## src/rtl/adcsq_pkg.sv

```systemverilog
/*
 * constants for the converter sequencer: timing counts in states, channel and
 * result widths, fifo shape.
 * assumes one state equals one clk_sys cycle.
 */
// Behaviour
// - 10-bit result, single or scan modes
// - single mode converts one selected channel
// - start bit holds, self-clears on single-mode completion
// - completion sets end flag, irq if enabled
// - end flag cleared by read-then-write-zero
// - result lands in its channel's register
// - scan starts at group's first input
// - scan conversions follow back to back, cyclically
// - group end sets flag, restarts first
// - clearing start stops; restart from first
// - synchronization delay before sampling
// - first conversion 259-266 or 131-134 states
// - later scan conversions 256 or 128 states
// - trigger falling edge sets start when enabled
// - external start behaves like software start
// - channel bits plus mode choose inputs
// - speed bit selects 266 or 134 maximum
// - upper-byte read latches lower byte
package adcsq_pkg;
	localparam int RES_W        = 10;
	localparam int CH_W         = 3;
	localparam int NUM_CH       = 8;
	localparam int SYNC_SLOW    = 10;
	localparam int SYNC_FAST    = 6;
	localparam int CONV_SLOW    = 256;
	localparam int CONV_FAST    = 128;
	localparam int SPL_SLOW     = 63;
	localparam int SPL_FAST     = 31;
	localparam int CNT_W        = 9;
	localparam int FIFO_DEPTH   = 16;
	localparam int FIFO_W       = RES_W + CH_W;
	localparam logic [RES_W-1:0] RESULT_RESET = 10'h000;
	typedef enum logic [1:0] {ADCSQ_IDLE, ADCSQ_SYNC, ADCSQ_CONV} adcsq_state_t;
endpackage : adcsq_pkg

```

## src/rtl/adcsq_top.sv

```systemverilog
/*
 * conversion sequencer: start control, single/scan channel stepping, timing,
 * end flag and done irq, result storage and a result stream through a fifo.
 * assumes control inputs are synchronous to clk_sys; the analog comparator
 * answers each trial on cmp_in one cycle after dac_code changes.
 */
`timescale 1ns/1ns
`default_nettype none
module adcsq_top (
	input  wire logic                        clk_sys,
	input  wire logic                        reset,
	input  wire logic                        start_set,
	input  wire logic                        start_clear,
	input  wire logic                        ctrl_write,
	input  wire logic                        scan_mode,
	input  wire logic                        conv_speed_select,
	input  wire logic                        group_select_bit,
	input  wire logic                        channel_select_bit1,
	input  wire logic                        channel_select_bit0,
	input  wire logic                        end_irq_enable,
	input  wire logic                        ext_trigger_enable,
	input  wire logic                        ext_trigger_pin,
	input  wire logic                        status_read,
	input  wire logic                        end_flag_clear,
	input  wire logic                        cmp_in,
	input  wire logic [adcsq_pkg::CH_W-1:0]  rd_ch,
	input  wire logic                        rd_upper,
	input  wire logic                        rd_lower,
	input  wire logic                        stream_ready,
	output logic                             conv_start_bit,
	output logic                             conv_end_flag,
	output logic                             conv_done_irq,
	output logic                             sampling,
	output logic      [adcsq_pkg::CH_W-1:0]  active_ch,
	output logic      [adcsq_pkg::RES_W-1:0] dac_code,
	output logic      [7:0]                  rd_data,
	output logic                             stream_valid,
	output logic      [adcsq_pkg::FIFO_W-1:0] stream_data,
	output logic                             stream_overrun
);
	adcsq_pkg::adcsq_state_t state;
	adcsq_pkg::adcsq_state_t next_state;
	logic [adcsq_pkg::CNT_W-1:0] cnt;
	logic                        trig_prev;
	logic                        read_armed;
	logic [adcsq_pkg::RES_W-1:0] sar;
	logic [3:0]                  bit_idx;

	// speed-dependent timing
	wire [adcsq_pkg::CNT_W-1:0] sync_len = conv_speed_select ?
		adcsq_pkg::CNT_W'(adcsq_pkg::SYNC_FAST) :
		adcsq_pkg::CNT_W'(adcsq_pkg::SYNC_SLOW);
	wire [adcsq_pkg::CNT_W-1:0] conv_len = conv_speed_select ?
		adcsq_pkg::CNT_W'(adcsq_pkg::CONV_FAST - 1) :
		adcsq_pkg::CNT_W'(adcsq_pkg::CONV_SLOW - 1);
	wire [adcsq_pkg::CNT_W-1:0] spl_len = conv_speed_select ?
		adcsq_pkg::CNT_W'(adcsq_pkg::SPL_FAST) :
		adcsq_pkg::CNT_W'(adcsq_pkg::SPL_SLOW);

	// trial bits every 8 (fast) or 16 (slow) states once sampling ends
	wire [adcsq_pkg::CNT_W-1:0] step_len = conv_speed_select ?
		adcsq_pkg::CNT_W'(8) : adcsq_pkg::CNT_W'(16);

	// external trigger falling edge
	wire trig_fall  = ext_trigger_enable && trig_prev && !ext_trigger_pin;
	wire start_req  = start_set || trig_fall;
	// software clear yields to a start in the same write; abort path
	wire stop_req   = start_clear && !start_req;

	// channel choice: single picks one, scan walks group from first input
	wire [1:0] sel_low   = {channel_select_bit1, channel_select_bit0};
	wire [adcsq_pkg::CH_W-1:0] first_ch = scan_mode ?
		{group_select_bit, 2'b00} : {group_select_bit, sel_low};
	wire last_in_group = !scan_mode || (active_ch[1:0] == sel_low);

	wire conv_done   = (state == adcsq_pkg::ADCSQ_CONV) && (cnt == conv_len);
	wire in_sample   = (state == adcsq_pkg::ADCSQ_CONV) && (cnt < spl_len);
	wire trial_tick  = (state == adcsq_pkg::ADCSQ_CONV) && !in_sample &&
		(((cnt - spl_len) & (step_len - 1'b1)) == '0) && (bit_idx != 4'h0);
	wire [adcsq_pkg::RES_W-1:0] final_result = sar;

	wire fifo_in_ready;

	assign sampling = in_sample;
	assign dac_code = sar;
	assign conv_done_irq = conv_end_flag && end_irq_enable;

	always_comb begin
		next_state = state;
		case (state)
			adcsq_pkg::ADCSQ_IDLE: begin
				if (start_req) begin
					next_state = adcsq_pkg::ADCSQ_SYNC;
				end
			end
			adcsq_pkg::ADCSQ_SYNC: begin
				if (stop_req) begin
					next_state = adcsq_pkg::ADCSQ_IDLE;
				end else if (cnt == sync_len - 1'b1) begin
					// counted from zero: delay plus conversion stays within the maximum
					next_state = adcsq_pkg::ADCSQ_CONV;
				end
			end
			adcsq_pkg::ADCSQ_CONV: begin
				if (stop_req) begin
					next_state = adcsq_pkg::ADCSQ_IDLE;
				end else if (conv_done && !scan_mode) begin
					// a start landing on the final state is honoured, not lost
					next_state = start_req ? adcsq_pkg::ADCSQ_SYNC : adcsq_pkg::ADCSQ_IDLE;
				end
			end
			default: begin
				next_state = adcsq_pkg::ADCSQ_IDLE;
			end
		endcase
	end

	always_ff @(posedge clk_sys) begin
		if (reset) begin
			state     <= adcsq_pkg::ADCSQ_IDLE;
			trig_prev <= 1'b1;
		end else begin
			state     <= next_state;
			trig_prev <= ext_trigger_pin;
		end
	end

	// state-position counter; restarts at each conversion boundary
	always_ff @(posedge clk_sys) begin
		if (reset || state != next_state || conv_done) begin
			cnt <= '0;
		end else begin
			cnt <= cnt + 1'b1;
		end
	end

	// start bit: set by software or trigger, cleared by software or single end
	always_ff @(posedge clk_sys) begin
		if (reset) begin
			conv_start_bit <= 1'b0;
		end else if (start_req) begin
			conv_start_bit <= 1'b1;
		end else if (start_clear || (conv_done && !scan_mode)) begin
			conv_start_bit <= 1'b0;
		end
	end

	// channel stepping; a restart always returns to the first input
	always_ff @(posedge clk_sys) begin
		if (reset) begin
			active_ch <= '0;
		end else if (state == adcsq_pkg::ADCSQ_IDLE || state == adcsq_pkg::ADCSQ_SYNC) begin
			active_ch <= first_ch;
		end else if (conv_done && scan_mode) begin
			active_ch <= last_in_group ? first_ch : active_ch + 1'b1;
		end
	end

	// successive approximation, msb first
	always_ff @(posedge clk_sys) begin
		if (reset || !(state == adcsq_pkg::ADCSQ_CONV) || in_sample) begin
			sar     <= 10'h200;
			bit_idx <= 4'(adcsq_pkg::RES_W);
		end else if (trial_tick) begin
			sar[bit_idx - 1'b1] <= cmp_in;
			if (bit_idx > 4'h1) begin
				sar[bit_idx - 4'h2] <= 1'b1;
			end
			bit_idx <= bit_idx - 1'b1;
		end
	end

	// end flag: only a write after a read clears it; set beats clear
	wire flag_set = conv_done && !stop_req && (!scan_mode || last_in_group);
	always_ff @(posedge clk_sys) begin
		if (reset) begin
			conv_end_flag <= 1'b0;
			read_armed    <= 1'b0;
		end else begin
			if (flag_set) begin
				conv_end_flag <= 1'b1;
			end else if (end_flag_clear && read_armed) begin
				conv_end_flag <= 1'b0;
			end
			if (status_read && conv_end_flag) begin
				read_armed <= 1'b1;
			end else if (ctrl_write) begin
				read_armed <= 1'b0;
			end
		end
	end

	// result stream lost words when the consumer stalls too long
	always_ff @(posedge clk_sys) begin
		if (reset) begin
			stream_overrun <= 1'b0;
		end else if (conv_done && !stop_req && !fifo_in_ready) begin
			stream_overrun <= 1'b1;
		end
	end

	adcsq_result_mem u_mem (
		.clk_sys  (clk_sys),
		.reset    (reset),
		.wr_en    (conv_done && !stop_req),
		.wr_ch    (active_ch),
		.wr_data  (final_result),
		.rd_ch    (rd_ch),
		.rd_upper (rd_upper),
		.rd_lower (rd_lower),
		.rd_data  (rd_data)
	);

	adcsq_fifo #(
		.WIDTH (adcsq_pkg::FIFO_W),
		.DEPTH (adcsq_pkg::FIFO_DEPTH)
	) u_fifo (
		.clk_sys   (clk_sys),
		.reset     (reset),
		.in_valid  (conv_done && !stop_req),
		.in_ready  (fifo_in_ready),
		.in_data   ({active_ch, final_result}),
		.out_valid (stream_valid),
		.out_ready (stream_ready),
		.out_data  (stream_data)
	);
endmodule : adcsq_top
`default_nettype wire

```

## src/rtl/adcsq_fifo.sv

```systemverilog
/*
 * small synchronous fifo with valid/ready on both sides.
 * assumes one clock, synchronous active-high reset.
 */
`timescale 1ns/1ns
`default_nettype none
module adcsq_fifo #(
	parameter int WIDTH = 13,
	parameter int DEPTH = 16
) (
	input  wire logic             clk_sys,
	input  wire logic             reset,
	input  wire logic             in_valid,
	output logic                  in_ready,
	input  wire logic [WIDTH-1:0] in_data,
	output logic                  out_valid,
	input  wire logic             out_ready,
	output logic      [WIDTH-1:0] out_data
);
	localparam int AW = $clog2(DEPTH);
	logic [WIDTH-1:0] mem [DEPTH];
	logic [AW-1:0]    wr_ptr;
	logic [AW-1:0]    rd_ptr;
	logic [AW:0]      count;
	wire              push = in_valid && in_ready;
	wire              pop  = out_valid && out_ready;

	assign in_ready  = count != (AW+1)'(DEPTH);
	assign out_valid = count != '0;
	assign out_data  = mem[rd_ptr];

	always_ff @(posedge clk_sys) begin
		if (push) begin
			mem[wr_ptr] <= in_data;
		end
	end

	always_ff @(posedge clk_sys) begin
		if (reset) begin
			wr_ptr <= '0;
			rd_ptr <= '0;
			count  <= '0;
		end else begin
			wr_ptr <= wr_ptr + AW'(push);
			rd_ptr <= rd_ptr + AW'(pop);
			count  <= count + (AW+1)'(push) - (AW+1)'(pop);
		end
	end
endmodule : adcsq_fifo
`default_nettype wire

```

## src/rtl/adcsq_result_mem.sv

```systemverilog
/*
 * eight result registers indexed by channel, plus the byte holding register.
 * assumes software reads upper byte before lower byte.
 */
`timescale 1ns/1ns
`default_nettype none
module adcsq_result_mem (
	input  wire logic                        clk_sys,
	input  wire logic                        reset,
	input  wire logic                        wr_en,
	input  wire logic [adcsq_pkg::CH_W-1:0]  wr_ch,
	input  wire logic [adcsq_pkg::RES_W-1:0] wr_data,
	input  wire logic [adcsq_pkg::CH_W-1:0]  rd_ch,
	input  wire logic                        rd_upper,
	input  wire logic                        rd_lower,
	output logic      [7:0]                  rd_data
);
	logic [adcsq_pkg::RES_W-1:0] mem [adcsq_pkg::NUM_CH];
	logic [1:0]                  hold;
	// upper byte is result[9:2]; lower byte carries result[1:0] in bits 7:6
	wire  [15:0]                 word = {mem[rd_ch], 6'h00};

	always_ff @(posedge clk_sys) begin
		if (reset) begin
			for (int i = 0; i < adcsq_pkg::NUM_CH; i++) begin
				mem[i] <= adcsq_pkg::RESULT_RESET;
			end
		end else if (wr_en) begin
			mem[wr_ch] <= wr_data;
		end
	end

	always_ff @(posedge clk_sys) begin
		if (reset) begin
			hold    <= 2'h0;
			rd_data <= 8'h00;
		end else if (rd_upper) begin
			hold    <= word[7:6];
			rd_data <= word[15:8];
		end else if (rd_lower) begin
			rd_data <= {hold, 6'h00};
		end
	end
endmodule : adcsq_result_mem
`default_nettype wire

```

## config.mk

```make
export PLATFORM = sky130hd
export DESIGN_NAME = adcsq_top
export DESIGN_NICKNAME = d
export VERILOG_FILES = /design/src/rtl/adcsq_pkg.sv /design/src/rtl/adcsq_top.sv /design/src/rtl/adcsq_fifo.sv /design/src/rtl/adcsq_result_mem.sv
export SDC_FILE = /design/constraint.sdc
export NUM_CORES = 1
export LEC_CHECK = 0
export BUFFER_PORTS_ARGS = -buffer_cell sky130_fd_sc_hd__buf_2
export CAP_MARGIN = 10
export CORE_UTILIZATION = 40
export DETAILED_ROUTE_END_ITERATION = 8
export HOLD_SLACK_MARGIN = 0.02
export PLACE_DENSITY = 0.59
export SLEW_MARGIN = 10
export SYNTH_ARGS = -nofsm -noshare
export SYNTH_HDL_FRONTEND = slang
export SYNTH_SLANG_ARGS = --single-unit
```

## constraint.sdc

```tcl
create_clock -name clk_sys -period 6.8 [get_ports clk_sys]
set_input_delay 1.02 -clock clk_sys [delete_from_list [all_inputs] [get_ports clk_sys]]
set_output_delay 1.02 -clock clk_sys [all_outputs]
set_load 0.02 [all_outputs]
```

==> results list <==
* FF+latch count, synth: 344
- Clock tree sinks: 344
* Setup Slack @ Placement: 2.91 ns
- The sequential cells in the finished layout cover a total of 9770 sq um.
- The number of pins exceeding their max-slew limit in the final report was 0.
* Overall routed net length: 33700 um
- STA classifies the critical path startpoint as a flip-flop.
- Most common cell in the netlist: edfxtp_1
- At the end of routability-driven placement, the weighted congestion stood at 0.817.
- Critical Path AT: 3.08 ns
- The count of nets left with antenna violations once routing finished came out at 0.
* Total number of yosys warnings: 0
- Grt ovf: 0
- Min setup slack post-route: 2.70 ns
* Die area: 36900 sq um
- VDD sags by at most 0.000207 V.
- The total area inside the core boundary comes to 35600 sq um.
* Number of gates resized after CTS: 0
* Transition time of the tightest slew-check pin: 1.12 ns
- In the synthesized netlist the dominant register cell turns out to be edfxtp_1.
- Area growth, synth to finish: 14.5%
- The final hold violation count came to 0.
- Count of buffers added by post-CTS timing repair for setup: 0
- Result of the run: complete, no violations
* Number of detailed-route iterations in the first pass: 5
- Counting instances, the worst hold path has a depth of 2.
- Cell depth of the worst flop-to-flop path: 6
- Fmax: 0.244 GHz
- DIE WIDTH: 192 um
- I/O Pins: 62
- Total global routing track utilization: 0.188
* Type of element capturing the critical path: output pin
* Post-detailed-route wirelength per cell: 22.9 um
* Nets: 1025
- By area the synthesized netlist is led by edfxtp_1 60%, mux4_2 13%, dfxtp_1 7.8%.
* Area share of the largest cell type after synthesis: 0.598
- The number of different library cells used by synthesis comes to 58.
* Switching share of total power: 0.239
- For this run, the register share of the synthesized area comes to 0.676.
- Number of standard-cell rows in the floorplan: 69
* Post-synth net total: 946
- Final setup violation count: 0
- Post-synthesis cell type with the largest combined area: edfxtp_1
- Syn_area_per_cell: 16.0 sq um
- Filler cell count: 3081
* DRC errors left: 0
* Portion of total power attributed to the clock network: 0.405
* IO Port Bufs: 61
- Clock latency on the worst-skew pair, taken at its later pin, is 0.52 ns.
- After detailed routing, the number of vias per cell comes to 5.54.
- Pin count of the biggest net entering global routing: 48
* Type of the tightest min-delay check: flip-flop to flip-flop
- Starting density of the core: 0.406
* Class of the most critical setup path: flip-flop to output pin
* Areal power density over the cells: 296 nW/um^2
- Multi-input gate area in the final layout: 4420 sq um
- Counting flops with an async set or reset pin after synthesis yields a share of 0.
- Leakage dissipation: 0.00573 uW
* Part of the total power dissipated in combinational logic: 0.110
* Number of clock buffers inserted by TritonCTS: 38
- Crit path time final: 4.10 ns
- Buffer type at the clock tree root: clkbuf_16
- Of the available clock period, the critical path in the final layout requires 0.602.
* Max cap viols: 0
* Number of antenna violations at the first check in global routing: 2
* Proportion of power drawn by flip-flops and latches: 0.486
- Combined area of all synthesized cells: 14500 sq um
- Drt first-iter violations: 818
* Final clock skew: 0.0172 ns
- For the final routed database, the setup TNS stands at 0 ns.
* RSZ-0062 raised after global routing: no
- Antenna Cells: 0
- First-pass GRT wire length: 50500 um
* Count of H-tree levels built during CTS: 2
* Internal power contribution: 3730 uW
* Fraction of final layout cells with drive strength greater than 1: 0.255
- For this block, the via count after detailed routing is 8158.
* Crit path required time: 5.78 ns
- In this run the worst path has a maximum fanout of 32.
- The number of global-route vias before repair came to 8143.
- Vert. Die Dim: 192 um
- Ranking of synthesized cells by instance count: 288 x edfxtp_1, 139 x nor2_1, 85 x mux4_2
- The number of hold buffers added after CTS was 0.
- The analysis attributes to net switching a power of 1170 uW.
- Synth Instances: 902
- TritonCTS built the clock tree.
- Clock-pin slew was measured on the worst setup and hold paths at 0.06 ns.
- Measured against its own limit, the worst slew margin works out to 0.248.
- The wire-length estimate of the detail-placed layout is 21700 um.
- Maximum root-to-sink buffer count: 3
- EDFF count, synth: 288
[state kept, by name (all words and copies together) (netlist names), 3 cells and up]
signal / count
u_mem.mem: 80
u_fifo.count: 5
cnt: 9
u_fifo.wr_ptr: 4
dac_code: 10
bit_idx: 4
u_fifo.rd_ptr: 4
u_fifo.mem: 208
active_ch: 3
u_mem.rd_data: 8
[power groups by stage]
stage          Combinational, uW  Clock [uW]  Sequential, uW
2_1_floorplan                452           0            2380
3_3_place_gp                 544           0            2420
3_5_place_dp                 549           0            2430
4_1_cts                      551        2020            2380
5_1_grt                      591        2100            2390
6_report                     536        1980            2380
[per-layer routing]
layer  global-route usage  vias up  wire length (um)
li1                     -     3631                 -
met1                0.264     4147             14700
met2                0.297      313             15700
met3               0.0303       67              2220
met4               0.0615        0              1070
met5                    0        -                 0
[final cells by class]
class	instances	share of cell area
inverters	19	0.00431
flip-flops and latches	344	0.591
clock inverters	24	0.0116
repair buffers	86	0.0298
well taps	461	0.0349
multi-input cells	492	0.267
clock buffers	46	0.0612
[worst paths after layout]
kind	endpoint	slack (ns)	from
worst min-delay path	read_armed	0.47	read_armed
worst max-delay path	stream_data[0]	2.70	u_fifo.rd_ptr[0]
worst max register to register	u_mem.mem[6][6]	3.45	cnt[0]
worst min register to register	read_armed	0.47	read_armed
[cells by family after synthesis]
kind of cell	share of synthesized area
multiplexers	0.145
AO/OA/AOI/OAI	0.0368
flip-flops	0.676
AND/OR/NAND/NOR	0.0888
buffers and inverters	0.0197
adder cells (fa/ha/maj)	0.0196
XOR/XNOR	0.0139
[worst max-delay path, cell delays in order (launching register included)]
cell     delay (ns)
dfxtp_4        0.62
buf_4          0.59
mux4_2         0.59
mux4_2         0.53
buf_2          0.20
[stage by stage]
stage	total power (uW)	util	std cells	hold WS [ns]	cell area [sq um]
global route	5080	0.465	1472	0.504	16500
detailed placement	2980	0.431	1402	0.457	15300
global placement	2970	0.431	1402	0.461	15300
floorplan	2830	-	902	0.450	14500
finish	4890	0.465	1472	0.474	16500
CTS	4950	0.465	1472	0.474	16500
[layout by cell type (no fill, tap or decap), types with 4 or more instances in the layout]
cell and n:
edfxtp_1 288, nor2_1 139, mux4_2 85, buf_2 61, dfxtp_1 54, clkbuf_16 39, nand2_1 37, buf_4 25
ha_1 21, inv_1 19, a21oi_1 17, nand3_1 15, xor2_1 13, o21ai_0 13, nor2b_1 12, xnor2_1 10
mux2i_1 10, nor3b_1 9, clkinv_1 9, nand2b_1 8, o21bai_1 8, clkinv_2 8, nor3_1 7, a211oi_1 7
nor3_2 6, or2_2 6, mux2_2 6, clkbuf_1 6, nand3b_1 5, and2_1 5, a31oi_1 5, nand4_1 4
(Power assumes the default switching activity.)
